**src/design/dbt_map.svh**
```systemverilog
/*
 register indices, reset values and fixed constants of the dual byte timer.
 assumes byte address = 4 * index on a 32-bit register bus.
*/
`ifndef DBT_MAP_SVH
`define DBT_MAP_SVH

`define DBT_ADDR_W 18
`define DBT_IDX_CTL 16'hfe18
`define DBT_IDX_PRE 16'hfe19
`define DBT_IDX_LCNT 16'hfe1a
`define DBT_IDX_HCNT 16'hfe1b
`define DBT_IDX_LMAT 16'hfe1c
`define DBT_IDX_HMAT 16'hfe1d
`define DBT_IDX_STAT 16'hfe20
`define DBT_IDX_MASK 16'hfe21
`define DBT_IDX_CFG 16'hfe22

`define DBT_CTL_RST 8'h00
`define DBT_PRE_RST 8'h00
`define DBT_MATCH_RST 8'h00
`define DBT_CNT_RST 8'h00
`define DBT_IRQ_RST 2'h0
`define DBT_ALL_ONES 8'hff
`define DBT_RESP_OKAY 2'h0
`define DBT_RESP_SLVERR 2'h2

`endif

```
**src/design/dbt_pkg.sv**
```systemverilog
/*
 types shared by the dual byte timer files.
 assumes nothing beyond the map header.
*/
package dbt_pkg;
   typedef enum logic [1:0] {
      DBT_MODE_SPLIT = 2'b00,
      DBT_MODE_PWM = 2'b01,
      DBT_MODE_CASC = 2'b10,
      DBT_MODE_CPWM = 2'b11
   } dbt_mode_t;

   typedef struct packed {
      logic high_half_run;
      logic low_half_run;
      logic cascade_select;
      logic pwm_select;
      logic high_period_flag;
      logic high_irq_enable;
      logic low_period_flag;
      logic low_irq_enable;
   } dbt_ctl_t;

   typedef struct packed {
      logic high_prescale_enable;
      logic [2:0] high_prescale_code;
      logic low_prescale_enable;
      logic [2:0] low_prescale_code;
   } dbt_pre_t;

   typedef struct packed {
      logic valid;
      logic [15:0] idx;
      logic [7:0] data;
   } dbt_wreq_t;
endpackage

```
**src/design/dbt_prescaler.sv**
```systemverilog
/*
 programmable prescaler: passes every n-th input tick.
 assumes tick_in is a one-cycle pulse from the same clock.
*/
`timescale 1ns/1ps
`default_nettype none

module dbt_prescaler #(parameter int W = 8) (
   input wire logic sys_clk,
   input wire logic resetn,
   input wire logic run,
   input wire logic tick_in,
   input wire logic enable,
   input wire logic [2:0] code,
   output logic tick_out
);
   logic [W-1:0] cnt_r;
   logic [W-1:0] lim;

   // divide by one when disabled, else by two to the power code+1
   assign lim = enable ? W'({W{1'b1}} >> (3'd7 - code)) : '0; // [RULE14]
   // a limit lowered mid-run takes effect at the next tick instead of after a full wrap
   assign tick_out = tick_in & (cnt_r >= lim);

   // cleared while stopped so a restart begins a full division
   always_ff @(posedge sys_clk or negedge resetn) begin
      if (!resetn) begin
         cnt_r <= '0;
      end else if (!run) begin
         cnt_r <= '0;
      end else if (tick_in) begin
         cnt_r <= tick_out ? '0 : cnt_r + 1'b1; // [RULE14]
      end
   end
endmodule

`default_nettype wire

```
**src/design/dbt_axil_slave.sv**
```systemverilog
/*
 axi4-lite slave front end of the dual byte timer.
 assumes one write and one read under way at most; decode done by the caller.
*/
`timescale 1ns/1ps
`default_nettype none
`include "dbt_map.svh"

module dbt_axil_slave import dbt_pkg::*; (
   input wire logic sys_clk,
   input wire logic resetn,
   input wire logic [`DBT_ADDR_W-1:0] s_axi_awaddr,
   input wire logic s_axi_awvalid,
   output logic s_axi_awready,
   input wire logic [31:0] s_axi_wdata,
   input wire logic [3:0] s_axi_wstrb,
   input wire logic s_axi_wvalid,
   output logic s_axi_wready,
   output logic [1:0] s_axi_bresp,
   output logic s_axi_bvalid,
   input wire logic s_axi_bready,
   input wire logic [`DBT_ADDR_W-1:0] s_axi_araddr,
   input wire logic s_axi_arvalid,
   output logic s_axi_arready,
   output logic [31:0] s_axi_rdata,
   output logic [1:0] s_axi_rresp,
   output logic s_axi_rvalid,
   input wire logic s_axi_rready,
   output dbt_wreq_t wreq,
   input wire logic wr_err,
   output logic [15:0] rd_idx,
   input wire logic [7:0] rd_data,
   input wire logic rd_err
);
   logic aw_got_r;
   logic w_got_r;
   logic w_lane_r;
   logic [15:0] aw_idx_r;
   logic [7:0] w_data_r;
   logic fire;

   assign s_axi_awready = !aw_got_r;
   assign s_axi_wready = !w_got_r;
   assign s_axi_arready = !s_axi_rvalid;
   assign fire = aw_got_r & w_got_r & !s_axi_bvalid;
   assign wreq = '{valid: fire & w_lane_r, idx: aw_idx_r, data: w_data_r};
   assign rd_idx = s_axi_araddr[`DBT_ADDR_W-1:2];

   always_ff @(posedge sys_clk or negedge resetn) begin
      if (!resetn) begin
         aw_got_r <= 1'b0;
         aw_idx_r <= 16'h0000;
      end else if (s_axi_awvalid && !aw_got_r) begin
         aw_got_r <= 1'b1;
         aw_idx_r <= s_axi_awaddr[`DBT_ADDR_W-1:2];
      end else if (fire) begin
         aw_got_r <= 1'b0;
      end
   end

   // only lane 0 carries register bits, so only its strobe matters
   always_ff @(posedge sys_clk or negedge resetn) begin
      if (!resetn) begin
         w_got_r <= 1'b0;
         w_lane_r <= 1'b0;
         w_data_r <= 8'h00;
      end else if (s_axi_wvalid && !w_got_r) begin
         w_got_r <= 1'b1;
         w_lane_r <= s_axi_wstrb[0];
         w_data_r <= s_axi_wdata[7:0];
      end else if (fire) begin
         w_got_r <= 1'b0;
      end
   end

   always_ff @(posedge sys_clk or negedge resetn) begin
      if (!resetn) begin
         s_axi_bvalid <= 1'b0;
         s_axi_bresp <= `DBT_RESP_OKAY;
      end else if (fire) begin
         s_axi_bvalid <= 1'b1;
         s_axi_bresp <= wr_err ? `DBT_RESP_SLVERR : `DBT_RESP_OKAY;
      end else if (s_axi_bready) begin
         s_axi_bvalid <= 1'b0;
      end
   end

   always_ff @(posedge sys_clk or negedge resetn) begin
      if (!resetn) begin
         s_axi_rvalid <= 1'b0;
         s_axi_rdata <= 32'h00000000;
         s_axi_rresp <= `DBT_RESP_OKAY;
      end else if (s_axi_arvalid && !s_axi_rvalid) begin
         s_axi_rvalid <= 1'b1;
         s_axi_rdata <= {24'h000000, rd_data};
         s_axi_rresp <= rd_err ? `DBT_RESP_SLVERR : `DBT_RESP_OKAY;
      end else if (s_axi_rready) begin
         s_axi_rvalid <= 1'b0;
      end
   end
endmodule

`default_nettype wire

```
**src/design/dbt_top.sv**
```systemverilog
/*
 dual byte timer/pwm: registers, two 8-bit halves, pins, interrupt, checks.
 assumes one clock, an axi4-lite master on it, and an asynchronous event pin.
*/
`timescale 1ns/1ps
`default_nettype none
`include "dbt_map.svh"

////////////////////////////////////////////////////////////////////////////////
// Behaviour
// RULE1 - mode 0 low: 2tcyc or events, match period
// RULE2 - mode 0 high: 2tcyc only, match period
// RULE3 - mode 0 pins toggle once per period
// RULE4 - mode 1: two 8-bit pwms on tcyc
// RULE5 - mode 2: high counts low-half periods
// RULE6 - mode 2: low half still interrupts
// RULE7 - mode 2: pins toggle per low/full period
// RULE8 - mode 3: 16-bit timer, low byte pwm
// RULE9 - mode 3: high pin toggles per period
// RULE10 - period end requests enabled interrupt
// RULE11 - stopped half drives pin high
// RULE12 - running with match all ones: pin low
// RULE13 - cascade and pwm bits pick mode
// RULE14 - prescale divides 1 or 2..256
// RULE15 - match buffer follows, reloads at zero
// RULE16 - pwm clears on overflow, sets on match
// RULE17 - period flag sticks until written zero
module dbt_top import dbt_pkg::*; (
   input wire logic sys_clk,
   input wire logic resetn,
   input wire logic [`DBT_ADDR_W-1:0] s_axi_awaddr,
   input wire logic s_axi_awvalid,
   output logic s_axi_awready,
   input wire logic [31:0] s_axi_wdata,
   input wire logic [3:0] s_axi_wstrb,
   input wire logic s_axi_wvalid,
   output logic s_axi_wready,
   output logic [1:0] s_axi_bresp,
   output logic s_axi_bvalid,
   input wire logic s_axi_bready,
   input wire logic [`DBT_ADDR_W-1:0] s_axi_araddr,
   input wire logic s_axi_arvalid,
   output logic s_axi_arready,
   output logic [31:0] s_axi_rdata,
   output logic [1:0] s_axi_rresp,
   output logic s_axi_rvalid,
   input wire logic s_axi_rready,
   input wire logic ext_event,
   output logic low_output_pin,
   output logic high_output_pin,
   output logic irq
);
   dbt_wreq_t wreq;
   dbt_ctl_t ctl_r;
   dbt_pre_t pre_r;
   dbt_mode_t mode;
   logic [15:0] rd_idx;
   logic [7:0] rd_data;
   logic wr_err;
   logic rd_err;
   logic [7:0] low_match_r;
   logic [7:0] high_match_r;
   logic [1:0] irq_stat_r;
   logic [1:0] irq_mask_r;
   logic evt_mode_r;
   logic half_r;
   logic evt_s1_r;
   logic evt_s2_r;
   logic evt_d_r;
   logic evt_edge;
   logic [1:0] run;
   logic [1:0] pwm;
   logic [1:0] src;
   logic [1:0] tick;
   logic [1:0] ovf;
   logic [1:0] hit;
   logic [1:0] per;
   logic [1:0] ie;
   logic [1:0] out_r;
   logic [1:0] pin_r;
   logic [1:0][7:0] mdata;
   logic [1:0][7:0] cnt_r;
   logic [1:0][7:0] buf_r;

   ////////////////////////////////////////////////////////////////////////////
   // register bus

   dbt_axil_slave u_bus (
      .sys_clk(sys_clk),
      .resetn(resetn),
      .s_axi_awaddr(s_axi_awaddr),
      .s_axi_awvalid(s_axi_awvalid),
      .s_axi_awready(s_axi_awready),
      .s_axi_wdata(s_axi_wdata),
      .s_axi_wstrb(s_axi_wstrb),
      .s_axi_wvalid(s_axi_wvalid),
      .s_axi_wready(s_axi_wready),
      .s_axi_bresp(s_axi_bresp),
      .s_axi_bvalid(s_axi_bvalid),
      .s_axi_bready(s_axi_bready),
      .s_axi_araddr(s_axi_araddr),
      .s_axi_arvalid(s_axi_arvalid),
      .s_axi_arready(s_axi_arready),
      .s_axi_rdata(s_axi_rdata),
      .s_axi_rresp(s_axi_rresp),
      .s_axi_rvalid(s_axi_rvalid),
      .s_axi_rready(s_axi_rready),
      .wreq(wreq),
      .wr_err(wr_err),
      .rd_idx(rd_idx),
      .rd_data(rd_data),
      .rd_err(rd_err)
   );

   function automatic logic mapped(input logic [15:0] i);
      case (i)
         `DBT_IDX_CTL, `DBT_IDX_PRE, `DBT_IDX_LCNT, `DBT_IDX_HCNT,
         `DBT_IDX_LMAT, `DBT_IDX_HMAT, `DBT_IDX_STAT, `DBT_IDX_MASK,
         `DBT_IDX_CFG: mapped = 1'b1;
         default: mapped = 1'b0;
      endcase
   endfunction

   assign wr_err = !mapped(wreq.idx);
   assign rd_err = !mapped(rd_idx);

   always_comb begin
      case (rd_idx)
         `DBT_IDX_CTL: rd_data = ctl_r;
         `DBT_IDX_PRE: rd_data = pre_r;
         `DBT_IDX_LCNT: rd_data = cnt_r[0];
         `DBT_IDX_HCNT: rd_data = cnt_r[1];
         `DBT_IDX_LMAT: rd_data = low_match_r;
         `DBT_IDX_HMAT: rd_data = high_match_r;
         `DBT_IDX_STAT: rd_data = {6'h00, irq_stat_r};
         `DBT_IDX_MASK: rd_data = {6'h00, irq_mask_r};
         `DBT_IDX_CFG: rd_data = {7'h00, evt_mode_r};
         default: rd_data = 8'h00;
      endcase
   end

   ////////////////////////////////////////////////////////////////////////////
   // software registers

   // period flags: a write stores the byte, a period end in the same cycle wins
   always_ff @(posedge sys_clk or negedge resetn) begin
      if (!resetn) begin
         ctl_r <= dbt_ctl_t'(`DBT_CTL_RST);
      end else begin
         if (wreq.valid && wreq.idx == `DBT_IDX_CTL) begin
            ctl_r <= dbt_ctl_t'(wreq.data);
         end
         if (per[0]) begin
            ctl_r.low_period_flag <= 1'b1; // [RULE17]
         end
         if (per[1]) begin
            ctl_r.high_period_flag <= 1'b1; // [RULE17]
         end
      end
   end

   always_ff @(posedge sys_clk or negedge resetn) begin
      if (!resetn) begin
         pre_r <= dbt_pre_t'(`DBT_PRE_RST);
         low_match_r <= `DBT_MATCH_RST;
         high_match_r <= `DBT_MATCH_RST;
         irq_mask_r <= `DBT_IRQ_RST;
         evt_mode_r <= 1'b0;
      end else if (wreq.valid) begin
         case (wreq.idx)
            `DBT_IDX_PRE: pre_r <= dbt_pre_t'(wreq.data);
            `DBT_IDX_LMAT: low_match_r <= wreq.data;
            `DBT_IDX_HMAT: high_match_r <= wreq.data;
            `DBT_IDX_MASK: irq_mask_r <= wreq.data[1:0];
            `DBT_IDX_CFG: evt_mode_r <= wreq.data[0];
            default: ;
         endcase
      end
   end

   ////////////////////////////////////////////////////////////////////////////
   // interrupt status, write one to clear, set wins over clear

   assign ie = {ctl_r.high_irq_enable, ctl_r.low_irq_enable};

   always_ff @(posedge sys_clk or negedge resetn) begin
      if (!resetn) begin
         irq_stat_r <= `DBT_IRQ_RST;
      end else if (wreq.valid && wreq.idx == `DBT_IDX_STAT) begin
         irq_stat_r <= (irq_stat_r & ~wreq.data[1:0]) | (per & ie); // [RULE10]
      end else begin
         irq_stat_r <= irq_stat_r | (per & ie); // [RULE10] [RULE6]
      end
   end

   assign irq = |(irq_stat_r & irq_mask_r);

   ////////////////////////////////////////////////////////////////////////////
   // count sources

   always_ff @(posedge sys_clk or negedge resetn) begin
      if (!resetn) begin
         half_r <= 1'b0;
      end else begin
         half_r <= ~half_r;
      end
   end

   // two flops before anything looks at the pin, then a rising edge detect
   always_ff @(posedge sys_clk or negedge resetn) begin
      if (!resetn) begin
         evt_s1_r <= 1'b0;
         evt_s2_r <= 1'b0;
         evt_d_r <= 1'b0;
      end else begin
         evt_s1_r <= ext_event;
         evt_s2_r <= evt_s1_r;
         evt_d_r <= evt_s2_r;
      end
   end

   assign evt_edge = evt_s2_r & ~evt_d_r;

   assign mode = dbt_mode_t'({ctl_r.cascade_select, ctl_r.pwm_select}); // [RULE13]
   assign run = {ctl_r.high_half_run, ctl_r.low_half_run};
   // the high half is a pwm only in mode 1; in mode 3 it is the upper timer byte
   assign pwm = {mode == DBT_MODE_PWM, ctl_r.pwm_select}; // [RULE13] [RULE8]
   assign mdata = {high_match_r, low_match_r};

   // events only make sense at the half rate; pwm modes ignore the event pin
   always_comb begin
      src[0] = ctl_r.pwm_select ? 1'b1 : (evt_mode_r ? evt_edge : half_r); // [RULE1] [RULE4]
      case (mode)
         DBT_MODE_SPLIT: src[1] = half_r; // [RULE2]
         DBT_MODE_PWM: src[1] = 1'b1; // [RULE4]
         DBT_MODE_CASC: src[1] = hit[0]; // [RULE5]
         DBT_MODE_CPWM: src[1] = ovf[0]; // [RULE8]
         default: src[1] = 1'b0;
      endcase
   end

   dbt_prescaler #(.W(8)) u_low_pre (
      .sys_clk(sys_clk),
      .resetn(resetn),
      .run(run[0]),
      .tick_in(src[0]),
      .enable(pre_r.low_prescale_enable),
      .code(pre_r.low_prescale_code),
      .tick_out(tick[0])
   );

   dbt_prescaler #(.W(8)) u_high_pre (
      .sys_clk(sys_clk),
      .resetn(resetn),
      .run(run[1]),
      .tick_in(src[1]),
      .enable(pre_r.high_prescale_enable),
      .code(pre_r.high_prescale_code),
      .tick_out(tick[1])
   );

   ////////////////////////////////////////////////////////////////////////////
   // counters, match buffers, outputs; index 0 low half, 1 high half

   for (genvar g = 0; g < 2; g++) begin : g_evt
      assign ovf[g] = tick[g] & (cnt_r[g] == `DBT_ALL_ONES);
      assign hit[g] = tick[g] & (cnt_r[g] == buf_r[g]);
      assign per[g] = pwm[g] ? ovf[g] : hit[g]; // [RULE10]
   end

   always_ff @(posedge sys_clk or negedge resetn) begin
      if (!resetn) begin
         cnt_r <= {2{`DBT_CNT_RST}};
      end else begin
         for (int i = 0; i < 2; i++) begin
            if (!run[i]) begin
               cnt_r[i] <= `DBT_CNT_RST;
            end else if (tick[i]) begin
               cnt_r[i] <= (hit[i] && !pwm[i]) ? `DBT_CNT_RST : cnt_r[i] + 8'h01; // [RULE1] [RULE2] [RULE5]
            end
         end
      end
   end

   // reload only as the count reaches zero so a period is never cut short
   always_ff @(posedge sys_clk or negedge resetn) begin
      if (!resetn) begin
         buf_r <= {2{`DBT_MATCH_RST}};
      end else begin
         for (int i = 0; i < 2; i++) begin
            if (!run[i] || (tick[i] && (ovf[i] || (hit[i] && !pwm[i])))) begin
               buf_r[i] <= mdata[i]; // [RULE15]
            end
         end
      end
   end

   always_ff @(posedge sys_clk or negedge resetn) begin
      if (!resetn) begin
         out_r <= 2'b11;
      end else begin
         for (int i = 0; i < 2; i++) begin
            if (!run[i]) begin
               out_r[i] <= 1'b1;
            end else if (pwm[i]) begin
               if (hit[i]) begin
                  out_r[i] <= 1'b1; // [RULE16] [RULE4] [RULE8]
               end else if (ovf[i]) begin
                  out_r[i] <= 1'b0; // [RULE16]
               end
            end else if (hit[i]) begin
               out_r[i] <= ~out_r[i]; // [RULE3] [RULE7] [RULE9]
            end
         end
      end
   end

   // forced levels use the match register itself, not the buffer
   always_ff @(posedge sys_clk or negedge resetn) begin
      if (!resetn) begin
         pin_r <= 2'b11;
      end else begin
         for (int i = 0; i < 2; i++) begin
            if (!run[i]) begin
               pin_r[i] <= 1'b1; // [RULE11]
            end else if (mdata[i] == `DBT_ALL_ONES) begin
               pin_r[i] <= 1'b0; // [RULE12]
            end else begin
               pin_r[i] <= out_r[i];
            end
         end
      end
   end

   assign low_output_pin = pin_r[0];
   assign high_output_pin = pin_r[1];
endmodule

`default_nettype wire

```
**config.mk**
```make
export PLATFORM = sky130hd
export DESIGN_NAME = dbt_top
export DESIGN_NICKNAME = d
export VERILOG_FILES = /design/src/design/dbt_pkg.sv /design/src/design/dbt_prescaler.sv /design/src/design/dbt_axil_slave.sv /design/src/design/dbt_top.sv
export VERILOG_INCLUDE_DIRS = /design/src /design/src/design
export SDC_FILE = /design/constraint.sdc
export NUM_CORES = 1
export LEC_CHECK = 0
export BUFFER_PORTS_ARGS = -buffer_cell sky130_fd_sc_hd__buf_2
export CAP_MARGIN = 30
export CORE_MARGIN = 4
export CORE_UTILIZATION = 56
export CTS_CLUSTER_DIAMETER = 100
export DETAILED_ROUTE_END_ITERATION = 8
export GPL_ROUTABILITY_DRIVEN = 0
export GPL_TIMING_DRIVEN = 1
export PLACE_DENSITY = 0.8
export SLEW_MARGIN = 20
export SYNTH_ARGS = -nofsm -noshare
export SYNTH_HDL_FRONTEND = slang
export SYNTH_SLANG_ARGS = --single-unit
```
**constraint.sdc**
```tcl
create_clock -name sys_clk -period 3.1 [get_ports sys_clk]
set_clock_uncertainty 0.05 [all_clocks]
set_input_delay 0 -clock sys_clk [delete_from_list [all_inputs] [get_ports sys_clk]]
set_output_delay 0 -clock sys_clk [all_outputs]
set_load 0.01 [all_outputs]
```
==> results.cfg <==
[run_status]
status = complete, no violations

[floorplan]
coreArea_um2 = 12200
start_util = 0.578
die_area_um2 = 14400
row_count = 40
die_h_um = 120
die_w_um = 120
io_pins = 124

[clock_network]
htreeDepth = 4
cts_tree = yes
cts_buffers = 17
clock_latency_ns = 0.42
cts-root-buf = clkbuf_16
clock_path_buffers = 2
path_clk_slew_ns = 0.06
cts_setup_buffers = 0
clock_sinks = 132

[worst_setup_path]
ff2ff_path_depth = 10
crit_chain = o21a_1 > a21oi_1 > ha_1 > nor2b_1 > o211ai_1 > a311o_4 > and3_4 > o41ai_4 > buf_4 > mux2_2
path_buf_inv = 1
startpoint_type = register
cp_num_cells = 10
crit_type = register to register
max_stage_delay_ns = 0.45
end_kind = register
crit_required_ns = 3.35
cp_slowest_cell = a311o_4
cp_max_fo = 8
critical_path_arrival_ns = 3.25
ff2ff_setup_slack_ns = 0.11
critPathTopFamily = compound AO/OA/AOI/OAI gates

[logic_synthesis]
avgSynthCellArea_um2 = 11.0
synth_area_leaders = dfrtp_1 (46%), mux2_2 (12%), ha_1 (3.6%), nand2_1 (3.3%), buf_4 (2.8%)
yosysTopAreaCellShare = 0.456
ys_types = 68
async_reset_ff_frac = 1.00
ys_warn_count = 0
synth.area.mux_share = 0.150
syn_inst = 639
synthSimpleGateAreaFrac = 0.136
synth_compound_area_frac = 0.126
synthesis.area_um2 = 7030
synth_common_cells = dfrtp_1 (128), mux2_2 (73), nand2_1 (61)
synth_fa_ha_area_frac = 0.0356
synth_area_leader_cell = dfrtp_1
ys.flop_type = dfrtp_1
synth_top_family_by_area = multiplexers
yosysMostFrequentCell = dfrtp_1
synth_xor_area_frac = 0.0312
yosysSeqAreaShare = 0.471
synth_edf_count = 0
yosys_register_bits = 132

[hold_path]
hold_depth = 5
min_path_type = primary input to register

[pwr]
powerDensity_nw_per_um2 = 576
peakVddDrop_mv = 0.546
p_leak_nw = 3.83

[route]
num_vias = 5861
routed_via_density = 6.28
wl_per_cell_um = 20.9
routed_wl_mm = 19.5
ant_nets = 0
drc = 0
drt_iter0_markers = 716
drtPass1Iterations = 6

[grt]
track_usage = 0.283
antenna_found_initial = 1
grt_pass1_vias = 6153
grt_max_degree = 67
overflow = 0
grt_pass1_wl_mm = 31.8

[sta]
rsz0062_at_grt = false
finalHoldViolCount = 0
relSlewSlack = 0.426
setup_viol = 0
setup_tns_ns = 0
min_period_ns = 2.99
fmax_mhz = 334
worst_pin_slew_ns = 0.861
whs_ns = 0.0813
setup_ws_ns = 0.106
slew_violations = 0
min_period_over_period = 0.966

[placement]
hpwl_mm = 12.9
place_area_um2 = 7530
dp_slack_ns = 0.181
numPortBuffers = 66

[finish]
syn_to_final_growth_pct = 20.9
final_area_um2 = 8490
antennaDiodeCount = 0
drive_above_1_share = 0.279
final_core_utilization = 0.698
num-nets-final = 854

[flow_run]
drv_cap = 0
[layout make-up]
class / count / area, um2
clock buffers: 18 / 439
clock inverters: 13 / 196
fillers: 844 / 3670
inverters: 22 / 82.6
multi-input cells: 464 / 3460
flip-flops and latches: 132 / 3310
well taps: 168 / 210
repair buffers: 117 / 798
[placed cells by master (no fill, tap or decap), drive strengths merged, types with 4 or more instances in the layout]
master         n
dfrtp        128
buf           84
mux2          73
nand2         61
dlygate4sd3   33
inv           27
nor2          26
conb          26
o21ai         26
nand3         21
ha            20
clkbuf        18
nand4         17
a21oi         14
xnor2         14
xor2          11
or3           10
o22ai         10
and3          10
a22oi          8
mux4           8
o211ai         7
nor4           7
nor2b          6
a221oi         6
a222oi         6
and2           5
nor3           5
nand2b         5
a31oi          5
mux2i          5
a21o           4
o21a           4
bufinv         4
dfstp          4
[per-stage QoR]
step / total power, mW / instances
5_1_grt: 5.07 / 934
4_1_cts: 4.86 / 934
6_report: 4.90 / 934
2_1_floorplan: 2.43 / 664
3_5_place_dp: 2.66 / 870
3_3_place_gp: 2.61 / 870
[state kept, by name, indices dropped and copies added (netlist names), 2 cells and up]
name               cells
buf_r                 16
cnt_r                 16
u_bus.aw_idx_r        16
ctl_r                  8
high_match_r           8
low_match_r            8
pre_r                  8
u_bus.s_axi_rdata      8
u_bus.w_data_r         8
u_high_pre.cnt_r       8
u_low_pre.cnt_r        8
irq_mask_r             2
irq_stat_r             2
out_r                  2
pin_r                  2
[power breakdown]
group	switching (mW)	total [mW]	internal (mW)
logic	0.258	0.543	0.285
clock network	0.812	2.19	1.38
registers	0.240	2.16	1.92
[final timing paths]
check / startpoint / to
max in group asynchronous: resetn / out_r[0]
worst min register to register: evt_s1_r / evt_s2_r
worst max register to register: pre_r[1] / buf_r[15]
min in group asynchronous: resetn / buf_r[14]
worst max-delay path: pre_r[1] / buf_r[15]
worst min-delay path: s_axi_araddr[4] / u_bus.s_axi_rdata[0]
[kinds of logic (layout without fill, tap and decap cells)]
| kind of cell | after synthesis | count (layout) |
|---|---|---|
| compound gates | 121 | 121 |
| xor+xnor | 25 | 25 |
| fa+ha+maj | 20 | 20 |
| buf+inv | 68 | 170 |
| flops | 132 | 132 |
| mux | 86 | 86 |
| other cells | 1 | 26 |
| simple gates | 186 | 186 |
[worst register-to-register path: cells and delay by family (launching register included)]
kind,cells,cell delay (ns)
AO/OA/AOI/OAI,5,1.27
flip-flops,1,0.43
AND/OR/NAND/NOR,2,0.36
multiplexers,1,0.36
buffers and inverters,1,0.22
adder cells (fa/ha/maj),1,0.17
[repair_timing]
action | CTS | global route
hold buffers | 33 | 0
endpoints found under the setup margin | 0 | 12
hold endpoints to repair | 95 | 0
resized for setup | 0 | 1
[routing by layer]
metal | part of all wire | global-route usage | vias to the layer above
met3 | 0.078 | 0.0721 | 82
met1 | 0.38 | 0.338 | 2914
met5 | 0.00087 | 0 | -
met2 | 0.51 | 0.484 | 323
met4 | 0.035 | 0.124 | 2
li1 | - | - | 2540
(Power assumes the default switching activity.)
